--- config.mk ---
export PLATFORM = sky130hd
export DESIGN_NAME = cgt_top
export DESIGN_NICKNAME = d
export VERILOG_FILES = /design/src/cgt_pkg.sv /design/src/cgt_clk_if.sv /design/src/cgt_src_select.sv /design/src/cgt_bus_divider.sv /design/src/cgt_top.sv
export SDC_FILE = /design/constraint.sdc
export NUM_CORES = 1
export LEC_CHECK = 0
export BUFFER_PORTS_ARGS = -buffer_cell sky130_fd_sc_hd__buf_2
export CAP_MARGIN = 5
export CORE_AREA = 2 2 86 88
export DETAILED_ROUTE_END_ITERATION = 10
export DIE_AREA = 0 0 88 90
export PLACE_DENSITY = 0.72
export SYNTH_ARGS = -nofsm -noshare
export SYNTH_HDL_FRONTEND = slang
export SYNTH_HIERARCHICAL = 1
export SYNTH_SLANG_ARGS = --single-unit
--- constraint.sdc ---
create_clock -name SYS_CLK -period 2.3 [get_ports SYS_CLK]
set_input_delay 0.46 -clock SYS_CLK [delete_from_list [all_inputs] [get_ports SYS_CLK]]
set_output_delay 0.46 -clock SYS_CLK [all_outputs]
set_load 0.02 [all_outputs]
--- src/cgt_pkg.sv ---
package cgt_pkg;

   localparam int unsigned ADDR_W = 5;

   // Register indices; byte address is four times the index
   localparam logic [2:0] IDX_SRC_CTRL  = 3'h0;
   localparam logic [2:0] IDX_DIV_CTRL  = 3'h1;
   localparam logic [2:0] IDX_COARSE    = 3'h2;
   localparam logic [2:0] IDX_FINE_CTRL = 3'h3;
   localparam logic [2:0] IDX_STATUS    = 3'h4;

   // Field positions
   localparam int unsigned SRC_SEL_LSB     = 6;
   localparam int unsigned DIV_LSB         = 5;
   localparam int unsigned PWR_DOWN_BIT    = 4;
   localparam int unsigned LOL_IRQ_EN_BIT  = 7;
   localparam int unsigned MON_EN_BIT      = 5;
   localparam int unsigned FINE_TRIM_BIT   = 0;
   localparam int unsigned LOL_FLAG_BIT    = 7;

   // Values after reset, and the wrap value of the divider counter
   localparam logic [2:0] DIV_RESET       = 3'h1;
   localparam logic [7:0] COARSE_RESET    = 8'h00;
   localparam logic       FINE_RESET      = 1'h0;
   localparam logic [6:0] DIV_COUNT_WRAP  = 7'h7F;

   typedef enum logic [1:0] {
      CGT_SRC_LOOP = 2'h0,
      CGT_SRC_INT  = 2'h1,
      CGT_SRC_EXT  = 2'h2,
      CGT_SRC_RSV  = 2'h3
   } cgt_src_t;

   typedef enum logic [1:0] {
      CGT_ST_LOAD = 2'b01,
      CGT_ST_RUN  = 2'b10
   } cgt_state_t;

   // Word index from a byte address; misaligned addresses never hit
   function automatic logic cgt_hit(input logic [ADDR_W-1:0] addr,
                                    input logic [2:0]        idx);
      cgt_hit = (addr[1:0] == 2'h0) && (addr[ADDR_W-1:2] == idx);
   endfunction : cgt_hit

endpackage : cgt_pkg

--- src/cgt_clk_if.sv ---
interface cgt_clk_if (
   input wire logic clk,
   input wire logic rst,
   input wire logic ce
);
   logic [1:0] src_sel;
   logic [2:0] div_code;
   logic       sel_level;
   logic       bus_clk;

   modport src (input clk, input rst, input ce, input src_sel,
                output sel_level);
   modport div (input clk, input rst, input ce, input div_code,
                input sel_level, output bus_clk);
endinterface : cgt_clk_if

--- src/cgt_src_select.sv ---
module cgt_src_select (
   cgt_clk_if.src   cif,
   input wire logic loop_clk,
   input wire logic int_ref_clk,
   input wire logic ext_ref_clk
);
   logic [2:0] meta;
   logic [2:0] sync;
   logic       sel_level;
   logic [2:0] next_meta;
   logic [2:0] next_sync;
   logic       next_sel_level;

   always_comb begin
      next_meta = {ext_ref_clk, int_ref_clk, loop_clk};
      next_sync = meta;
      unique case (cgt_pkg::cgt_src_t'(cif.src_sel))
         cgt_pkg::CGT_SRC_INT: next_sel_level = sync[1];
         cgt_pkg::CGT_SRC_EXT: next_sel_level = sync[2];
         default:              next_sel_level = sync[0];
      endcase
   end

   always_ff @(posedge cif.clk or posedge cif.rst) begin
      if (cif.rst) begin
         meta      <= 3'h0;
         sync      <= 3'h0;
         sel_level <= 1'h0;
      end else if (cif.ce) begin
         meta      <= next_meta;
         sync      <= next_sync;
         sel_level <= next_sel_level;
      end
   end

   assign cif.sel_level = sel_level;

endmodule : cgt_src_select

--- src/cgt_bus_divider.sv ---
module cgt_bus_divider (
   cgt_clk_if.div cif
);
   logic       prev;
   logic [6:0] count;
   logic [2:0] active;
   logic       bus_clk;
   logic       next_prev;
   logic [6:0] next_count;
   logic [2:0] next_active;
   logic       next_bus_clk;
   logic       tick;

   always_comb begin
      next_prev   = cif.sel_level;
      tick        = cif.sel_level & ~prev;
      next_count  = count;
      next_active = active;
      if (tick) begin
         next_count = count + 7'h01;
         // Ratio changes only at full wrap, so no runt phase
         if (count == cgt_pkg::DIV_COUNT_WRAP) begin
            next_active = cif.div_code;
         end
      end
      if (next_active == 3'h0) begin
         next_bus_clk = cif.sel_level;
      end else begin
         next_bus_clk = next_count[next_active - 3'h1];
      end
   end

   always_ff @(posedge cif.clk or posedge cif.rst) begin
      if (cif.rst) begin
         prev    <= 1'h0;
         count   <= 7'h00;
         active  <= cgt_pkg::DIV_RESET;
         bus_clk <= 1'h0;
      end else if (cif.ce) begin
         prev    <= next_prev;
         count   <= next_count;
         active  <= next_active;
         bus_clk <= next_bus_clk;
      end
   end

   assign cif.bus_clk = bus_clk;
endmodule : cgt_bus_divider

--- src/cgt_top.sv ---
module cgt_top (
   input  wire logic        SYS_CLK,
   input  wire logic        RST,
   input  wire logic        CE,
   input  wire logic [4:0]  AVS_ADDRESS,
   input  wire logic        AVS_READ,
   input  wire logic        AVS_WRITE,
   input  wire logic [31:0] AVS_WRITEDATA,
   input  wire logic [3:0]  AVS_BYTEENABLE,
   output logic      [31:0] AVS_READDATA,
   output logic             AVS_WAITREQUEST,
   input  wire logic        LOOP_CLK_IN,
   input  wire logic        INT_REF_CLK_IN,
   input  wire logic        EXT_REF_CLK_IN,
   input  wire logic        DEBUG_ACTIVE,
   input  wire logic [7:0]  FACTORY_COARSE_TRIM,
   input  wire logic        FACTORY_FINE_TRIM,
   input  wire logic        LOSS_OF_LOCK_EVENT,
   input  wire logic        EXT_CLOCK_LOST,
   output logic             BUS_CLK,
   output logic             LOOP_POWER_DOWN,
   output logic      [7:0]  SLOW_REF_COARSE_TRIM,
   output logic             SLOW_REF_FINE_TRIM,
   output logic             LOSS_OF_LOCK_IRQ,
   output logic             CLOCK_MONITOR_RESET_REQ
);

   cgt_pkg::cgt_state_t state;
   cgt_pkg::cgt_state_t next_state;

   logic [1:0]  clock_source_select;
   logic [2:0]  bus_clock_divider;
   logic        bypass_loop_power_down;
   logic [7:0]  slow_ref_coarse_trim;
   logic        slow_ref_fine_trim;
   logic        loss_of_lock_irq_enable;
   logic        ext_clock_monitor_enable;
   logic        loss_of_lock_flag;
   logic        waitrequest;
   logic [31:0] readdata;
   logic        irq;
   logic        reset_req;
   logic        power_down;

   logic [1:0]  next_clock_source_select;
   logic [2:0]  next_bus_clock_divider;
   logic        next_bypass_loop_power_down;
   logic [7:0]  next_slow_ref_coarse_trim;
   logic        next_slow_ref_fine_trim;
   logic        next_loss_of_lock_irq_enable;
   logic        next_ext_clock_monitor_enable;
   logic        next_loss_of_lock_flag;
   logic        next_waitrequest;
   logic [31:0] next_readdata;
   logic        next_irq;
   logic        next_reset_req;
   logic        next_power_down;

   logic        request;
   logic        wr_en;
   logic [7:0]  wbyte;
   logic [7:0]  rbyte;
   logic        bypassed;

   cgt_clk_if u_clk_if (
      .clk (SYS_CLK),
      .rst (RST),
      .ce  (CE)
   );

   assign u_clk_if.src_sel  = clock_source_select;
   assign u_clk_if.div_code = bus_clock_divider;

   cgt_src_select u_src_select (
      .cif         (u_clk_if.src),
      .loop_clk    (LOOP_CLK_IN),
      .int_ref_clk (INT_REF_CLK_IN),
      .ext_ref_clk (EXT_REF_CLK_IN)
   );

   cgt_bus_divider u_bus_divider (
      .cif (u_clk_if.div)
   );

   // Bus slave: one wait cycle, then the answer
   always_comb begin
      request          = AVS_READ | AVS_WRITE;
      wr_en            = AVS_WRITE & ~waitrequest & AVS_BYTEENABLE[0];
      wbyte            = AVS_WRITEDATA[7:0];
      next_waitrequest = ~(request & waitrequest);
      rbyte            = 8'h00;
      if (cgt_pkg::cgt_hit(AVS_ADDRESS, cgt_pkg::IDX_SRC_CTRL)) begin
         rbyte[cgt_pkg::SRC_SEL_LSB +: 2] = clock_source_select;
      end
      if (cgt_pkg::cgt_hit(AVS_ADDRESS, cgt_pkg::IDX_DIV_CTRL)) begin
         rbyte[cgt_pkg::DIV_LSB +: 3]       = bus_clock_divider;
         rbyte[cgt_pkg::PWR_DOWN_BIT]       = bypass_loop_power_down;
      end
      if (cgt_pkg::cgt_hit(AVS_ADDRESS, cgt_pkg::IDX_COARSE)) begin
         rbyte = slow_ref_coarse_trim;
      end
      if (cgt_pkg::cgt_hit(AVS_ADDRESS, cgt_pkg::IDX_FINE_CTRL)) begin
         rbyte[cgt_pkg::LOL_IRQ_EN_BIT] = loss_of_lock_irq_enable;
         rbyte[cgt_pkg::MON_EN_BIT]     = ext_clock_monitor_enable;
         rbyte[cgt_pkg::FINE_TRIM_BIT]  = slow_ref_fine_trim;
      end
      if (cgt_pkg::cgt_hit(AVS_ADDRESS, cgt_pkg::IDX_STATUS)) begin
         rbyte[cgt_pkg::LOL_FLAG_BIT] = loss_of_lock_flag;
      end
      next_readdata = readdata;
      if (AVS_READ && waitrequest) begin
         next_readdata = {24'h000000, rbyte};
      end
   end

   // Register file and trim load
   always_comb begin
      next_state                    = state;
      next_clock_source_select      = clock_source_select;
      next_bus_clock_divider        = bus_clock_divider;
      next_bypass_loop_power_down   = bypass_loop_power_down;
      next_slow_ref_coarse_trim     = slow_ref_coarse_trim;
      next_slow_ref_fine_trim       = slow_ref_fine_trim;
      next_loss_of_lock_irq_enable  = loss_of_lock_irq_enable;
      next_ext_clock_monitor_enable = ext_clock_monitor_enable;
      next_loss_of_lock_flag        = loss_of_lock_flag;
      unique case (state)
         cgt_pkg::CGT_ST_LOAD: begin
            // Strap-style capture just after release, not under reset
            if (!DEBUG_ACTIVE) begin
               next_slow_ref_coarse_trim = FACTORY_COARSE_TRIM;
               next_slow_ref_fine_trim   = FACTORY_FINE_TRIM;
            end
            next_state = cgt_pkg::CGT_ST_RUN;
         end
         cgt_pkg::CGT_ST_RUN: begin
            next_state = cgt_pkg::CGT_ST_RUN;
         end
         default: begin
            next_state = cgt_pkg::CGT_ST_RUN;
         end
      endcase
      if (wr_en) begin
         if (cgt_pkg::cgt_hit(AVS_ADDRESS, cgt_pkg::IDX_SRC_CTRL)) begin
            next_clock_source_select = wbyte[cgt_pkg::SRC_SEL_LSB +: 2];
         end
         if (cgt_pkg::cgt_hit(AVS_ADDRESS, cgt_pkg::IDX_DIV_CTRL)) begin
            next_bus_clock_divider = wbyte[cgt_pkg::DIV_LSB +: 3];
            next_bypass_loop_power_down = wbyte[cgt_pkg::PWR_DOWN_BIT];
         end
         if (cgt_pkg::cgt_hit(AVS_ADDRESS, cgt_pkg::IDX_COARSE)) begin
            // Trim code passed as is; analog weighting is binary
            next_slow_ref_coarse_trim = wbyte;
         end
         if (cgt_pkg::cgt_hit(AVS_ADDRESS, cgt_pkg::IDX_FINE_CTRL)) begin
            next_loss_of_lock_irq_enable  = wbyte[cgt_pkg::LOL_IRQ_EN_BIT];
            next_ext_clock_monitor_enable = wbyte[cgt_pkg::MON_EN_BIT];
            next_slow_ref_fine_trim = wbyte[cgt_pkg::FINE_TRIM_BIT];
         end
         if (cgt_pkg::cgt_hit(AVS_ADDRESS, cgt_pkg::IDX_STATUS) &&
             wbyte[cgt_pkg::LOL_FLAG_BIT]) begin
            next_loss_of_lock_flag = 1'h0;
         end
      end
      // Set after clear, so a drift in the clearing cycle survives
      if (LOSS_OF_LOCK_EVENT) begin
         next_loss_of_lock_flag = 1'h1;
      end
   end

   // Outputs to the loop, interrupt and reset logic
   always_comb begin
      bypassed = (clock_source_select == cgt_pkg::CGT_SRC_INT) ||
                 (clock_source_select == cgt_pkg::CGT_SRC_EXT);
      next_power_down = bypass_loop_power_down & bypassed &
                        ~DEBUG_ACTIVE;
      next_irq        = loss_of_lock_flag &
                        loss_of_lock_irq_enable;
      // Mode legality is left to software; no gating by source here
      next_reset_req  = ext_clock_monitor_enable &
                        EXT_CLOCK_LOST;
   end

   always_ff @(posedge SYS_CLK or posedge RST) begin
      if (RST) begin
         state                    <= cgt_pkg::CGT_ST_LOAD;
         clock_source_select      <= cgt_pkg::CGT_SRC_LOOP;
         bus_clock_divider        <= cgt_pkg::DIV_RESET;
         bypass_loop_power_down   <= 1'h0;
         slow_ref_coarse_trim     <= cgt_pkg::COARSE_RESET;
         slow_ref_fine_trim       <= cgt_pkg::FINE_RESET;
         loss_of_lock_irq_enable  <= 1'h0;
         ext_clock_monitor_enable <= 1'h0;
         loss_of_lock_flag        <= 1'h0;
         waitrequest              <= 1'h1;
         readdata                 <= 32'h00000000;
         irq                      <= 1'h0;
         reset_req                <= 1'h0;
         power_down               <= 1'h0;
      end else if (CE) begin
         state                    <= next_state;
         clock_source_select      <= next_clock_source_select;
         bus_clock_divider        <= next_bus_clock_divider;
         bypass_loop_power_down   <= next_bypass_loop_power_down;
         slow_ref_coarse_trim     <= next_slow_ref_coarse_trim;
         slow_ref_fine_trim       <= next_slow_ref_fine_trim;
         loss_of_lock_irq_enable  <= next_loss_of_lock_irq_enable;
         ext_clock_monitor_enable <= next_ext_clock_monitor_enable;
         loss_of_lock_flag        <= next_loss_of_lock_flag;
         waitrequest              <= next_waitrequest;
         readdata                 <= next_readdata;
         irq                      <= next_irq;
         reset_req                <= next_reset_req;
         power_down               <= next_power_down;
      end
   end

   assign AVS_READDATA            = readdata;
   assign AVS_WAITREQUEST         = waitrequest;
   assign BUS_CLK                 = u_clk_if.bus_clk;
   assign LOOP_POWER_DOWN         = power_down;
   assign SLOW_REF_COARSE_TRIM    = slow_ref_coarse_trim;
   assign SLOW_REF_FINE_TRIM      = slow_ref_fine_trim;
   assign LOSS_OF_LOCK_IRQ        = irq;
   assign CLOCK_MONITOR_RESET_REQ = reset_req;
endmodule : cgt_top

==> Word-level counts from Yosys, hierarchy flattened <==
Cells that the tools add are included.
{ "word_totals": {"input_bits": 61, "ff_bits": 51} }
{ "classes": {"mux": 25, "reduce_logical": 18, "n_bitwise": 13, "n_eq_ne": 8, "magnitude_cmp": 1, "n_addsub": 2} }
{ "op_table": {"columns": ["operator", "count"], "rows": [
  ["$mux 8", 5],
  ["$mux 1", 13],
  ["$reduce_and 3->1", 4],
  ["$and 1x1->1", 8],
  ["$add 7x1->7 const B", 1],
  ["$eq 7x7->1 const B", 1],
  ["$logic_and 1x1->1", 7],
  ["$mux 7", 1],
  ["$eq 3x2->1 const B", 2],
  ["$logic_not 3->1", 2],
  ["$mux 3", 2],
  ["$eq 2x1->1 const B", 2],
  ["$lt 3x4->1 const B", 1],
  ["$mux 4", 1],
  ["$not 1->1", 4],
  ["$reduce_bool 2->1", 2],
  ["$bmux 1 s3", 1],
  ["$eq 3x1->1 const B", 1],
  ["$eq 3x3->1 const B", 1],
  ["$sub 3x1->3 const B", 1],
  ["$eq 2x2->1 const B", 1],
  ["$logic_not 2->1", 1],
  ["$mux 2", 1],
  ["$pmux 1 s2", 1],
  ["3 further kinds", 3]
]} }

==> Longest topological paths before layout <==
{ "logic_depth": {"ltp_word": 7, "mapped_depth": 7, "ltp_nobuf": 7} }

==> Cells and area by module <==
The synthesis kept the hierarchy.
{ "modules_own_cells": {"columns": ["mod", "area_per_inst_um2", "instances", "cells_per_inst"], "rows": [
  ["cgt_top", 1903.1, 1, 179],
  ["cgt_bus_divider", 828.3, 1, 82],
  ["cgt_src_select", 327.8, 1, 24]
]} }

==> Worst setup path before layout <==
No wires, ideal clock.
{ "synth_timing": {"kind": "register -> register", "start": "register u_bus_divider.count[0]", "end": "register u_bus_divider.bus_clk, in the netlist u_bus_divider/cif.bus_clk", "required_ns": 2.166, "path_buffers": 0, "period_less_slack_ns": 1.985, "arrival_ns": 1.851, "path_stages_with_launch": 8, "slack_ns": 0.315, "path_cell_list": "dfrtp_1 > ha_1 > and3b_2 > nand3_4 > mux2i_2 > mux2_4 > o2111ai_1 > o211ai_2"} }
{ "synth_between": {"elab_chain_len": 7, "elab_cells_between_ends": 10, "classes_between": "add/sub: 2; eq/ne: 1; mux: 6; reduce/logical: 1"} }
{ "synth_lines": {"columns": ["item", "line_no", "source"], "rows": [
  ["from (decl)", "cgt_bus_divider.sv:5", "logic [6:0] count;"],
  ["from (signal assigned)", "cgt_bus_divider.sv:41", "count <= next_count;"],
  ["$eq 7x7->1", "cgt_bus_divider.sv:22", "if (count == cgt_pkg::DIV_COUNT_WRAP) begin"],
  ["$mux 3", "cgt_bus_divider.sv:22", null],
  ["$mux 3", "cgt_bus_divider.sv:19", "if (tick) begin"],
  ["$sub 3x1->3", "cgt_bus_divider.sv:29", "next_bus_clk = next_count[next_active - 3'h1];"],
  ["$bmux 1 s3", "cgt_bus_divider.sv:29", null],
  ["$mux 1 (implied by the code)", "cgt_bus_divider.sv:29", null],
  ["$mux 1 (*)", "cgt_bus_divider.sv:26", "if (next_active == 3'h0) begin"],
  ["to (signal assigned)", "cgt_bus_divider.sv:43", "bus_clk <= next_bus_clk;"],
  ["to (decl)", "cgt_bus_divider.sv:7", "logic bus_clk;"]
]} }
Mark *: on every way between the ends. The rest lies on a longest branch, timed or not. The select of a mux whose other input is x is not followed.
A chain may end at the register's enable or synchronous reset.

==> Worst setup path in the final report <==
Ends and elaborated chain as after synthesis.

==> flow_summary_export.csv <==
group,metric,value,unit
run_status,status,"finished, final reports clean",
clock_network,post_cts.repair.setup_buffers,0,
worst_setup_path,critical_path_arrival,2.34,ns
worst_setup_path,cpLargestDelayFamily,"multiplexers",
clock_network,clk-insertion-delay-late,0.30,ns
synth,muxShareOfSynthArea,0.108,
grt,track_usage,0.167,
detailed_routing,viasPerCell,5.38,
pwr,post_layout_total_power,2.25,mW
timing,timing_max_transition_violations_final,0,
synth,synth_enable_flop_cells,0,
synth,yosysWarnings,6,
timing,setup_violations,0,
synth,syn_area,3060,um^2
floorplan,initial_core_util,0.436,
place,dp.final_hpwl,4.91,mm
synth,ys_seq_elements,51,
synth,async_flop_share,1.00,
clock_network,cts_tree,"built",
clock_network,cts_inserted_buffers,5,
place,gp_congestion,0.802,
place,io_buffer_count,55,
detailed_routing,ant_nets,0,
worst_hold_path,hold_class,"input port to asynchronous set/reset pin",
timing,max_freq,464,MHz
worst_setup_path,critical_path_buf_inv_count,0,
detailed_routing,routed_wl,6.57,mm
layout,final_common_cell,"buf_2",
synth,simple_logic_cell_fraction_of_the_synthesized_area,0.186,
clock_network,ctsHoldBuffers,0,
clock_network,cts_resized,0,
job,maxCapViolations,0,
pwr,pwr_density_cell,660,nW/um^2
timing,post_layout_minimum_cycle_time,2.16,ns
pwr,ir_worst_vdd,0.408,mV
detailed_routing,route.detailed.drc,0,
worst_setup_path,critical_path_peak_fanout,6,
synth,main_combinational_cell_family_by_area_after_synthesis,"simple AND/OR/NAND/NOR gates",
worst_setup_path,critical_path_class,"flip-flop to flip-flop",
clock_network,clock_tree.root_cell,"clkbuf_8",
synth,synth-compound-area-share,0.137,
layout,design.final.nets,397,
timing,total_negative_setup_slacks,0,ns
grt,grt_antenna_before_repair,0,
clock_network,cts.htree.levels,2,
synth,synth_top_area_share,0.384,
layout,antenna_cells_inserted,0,
grt,grt_start_max_net_pins,36,
worst_setup_path,timing.critical_path.slowest_stage_cell,"dfrtp_1",
pwr,leak,1.50,nW
layout,seqCellArea,1280,um^2
synth,share_of_the_yosys_chip_area_belonging_to_registers,0.419,
worst_setup_path,critPathRequiredTime,2.48,ns
floorplan,row_count,31,
grt,grt_first_pass_wirelength,10.5,mm
timing,post-route-period-util,0.938,
synth,postSynthAreaPerCell,10.7,um^2
synth,yosys.area.top_type,"dfrtp_1",
synth,ys_types,64,
grt,globalRouteOverflowTotal,0,
synth,syn-instance-count,285,
layout,n_fill_cell,664,
floorplan,design.portCount,107,
place,place_inst,425,
floorplan,fp.dieH,90,um
synth,most_used_dff_post_synth,"dfrtp_1",
clock_network,worst_setup_hold_path_clk_slew,0.09,ns
floorplan,core_area,7020,um^2
synth,netlist_top_cells_area,"dfrtp_1 (38%), buf_4 (6.1%), mux2_2 (5.9%)",
detailed_routing,post_drt_wl_per_cell,15.2,um
detailed_routing,routed_vias,2329,
worst_setup_path,setup.worst_path.start_class,"flip-flop",
worst_setup_path,critical_path_max_stage_delay,0.45,ns
floorplan,floorplan.die.width,88,um
synth,post_synth_fa_ha_maj_area_fraction,0.0123,
detailed_routing,drtPass1Iterations,4,
timing,rsz0062_at_grt,"false",
layout,area_of_the_multi_input_gates,1520,um^2
grt,vias_in_the_first_global_route,2180,
layout,cell_count_final_fillers_out,433,
clock_network,clk_path_buf_depth,2,
detailed_routing,drt_iter0_drc,91,
worst_setup_path,crit_path_cell_trace,"ha_1 > and3b_2 > nand3_4 > mux2i_2 > mux2_4 > o2111ai_1 > o211ai_2",
floorplan,design.die.area,7920,um^2
worst_setup_path,cp-end-kind,"flip-flop",
synth,synth-xor-area-share,0.0229,
timing,final-hold-violation-count,0,
layout,layout-drive-gt1-share,0.323,
layout,layout_common_cells,"buf_2 (55), dfrtp_1 (47), conb_1 (24)",
clock_network,cts_sink_count,51,
timing,fin_worst_skew,0.00408,ns
layout,area_growth,11.4,%
metal layers:
layer / up-vias / share of wire / routed length (um) / GRT usage
met2: 80 / 0.48 / 3180 / 0.254
met3: 12 / 0.050 / 329 / 0.0303
met5: - / 0 / 0 / 0
li1: 1114 / - / - / -
met4: 0 / 0.016 / 102 / 0.0603
met1: 1123 / 0.45 / 2960 / 0.236
state kept, by name (all words and copies together) (netlist names), 2 cells and up:
signal                count
state                     2
AVS_READDATA              8
bus_clock_divider         3
u_src_select/sync         3
SLOW_REF_COARSE_TRIM      8
clock_source_select       2
u_src_select/meta         3
u_bus_divider/active      3
u_bus_divider/count       7
where the power goes:
part	internal [mW]	switching, mW
Combinational	0.228	0.284
Sequential	0.998	0.120
Clock	0.324	0.295
Total	1.55	0.699
cell families (layout without fill, tap and decap cells):
kind of cell / Yosys count / after routing
AOI/OAI and AO/OA: 53 / 53
xor gates and xnor gates: 8 / 8
adders and majority gates: 3 / 3
buffers and inverters: 55 / 81
DFF: 51 / 51
muxes: 28 / 28
other: 1 / 24
and+or+nand+nor: 86 / 86
area by class of cell:
cell class | count | share of cell area
clock buffers | 5 | 0.0202
clock inverters | 3 | 0.0128
inverters | 10 | 0.0110
multi-input cells | 202 | 0.445
flip-flops and latches | 51 | 0.376
well taps | 99 | 0.0363
repair buffers | 63 | 0.0984
synthesized netlist by cell type, drive strengths merged (3+ instances only):
cell and instances:
dfrtp 47, buf 37, mux2 19, nand4 19, nand2 12, o2111ai 11
o211ai 11, inv 10, nand2b 10, clkbuf 8, mux2i 8, nor2 8
nand3 7, a22o 6, xnor2 6, nor2b 5, o21ai 5, dfstp 4
a21oi 3, a31oi 3, and4 3, ha 3
worst paths after layout:
kind / to / from / slack (ns) / depth (start not counted)
setup / recovery: u_bus_divider/cif.bus_clk / u_bus_divider/count[0] / 0.14 / 7
hold / removal: u_src_select/meta[0] / RST / 0.10 / 2
setup reg to reg: u_bus_divider/cif.bus_clk / u_bus_divider/count[0] / 0.14 / 7
hold reg to reg: AVS_READDATA[0] / AVS_READDATA[0] / 0.49 / 2
max in group asynchronous: AVS_WAITREQUEST / RST / 1.71 / 3
min in group SYS_CLK: CLOCK_MONITOR_RESET_REQ / EXT_CLOCK_LOST / 0.39 / 3
metrics by stage:
stage | utilization | worst slack [ns] | hold WS, ns | instance area, um^2
floorplan | - | 0.315 | 0.263 | 3150
global placement | 0.469 | 0.213 | 0.428 | 3300
detailed placement | 0.469 | 0.178 | 0.437 | 3300
CTS | 0.485 | 0.166 | 0.104 | 3410
global route | 0.485 | 0.0637 | 0.119 | 3410
finish | 0.485 | 0.144 | 0.100 | 3410
Note: power is estimated with default switching activity, not from simulation.
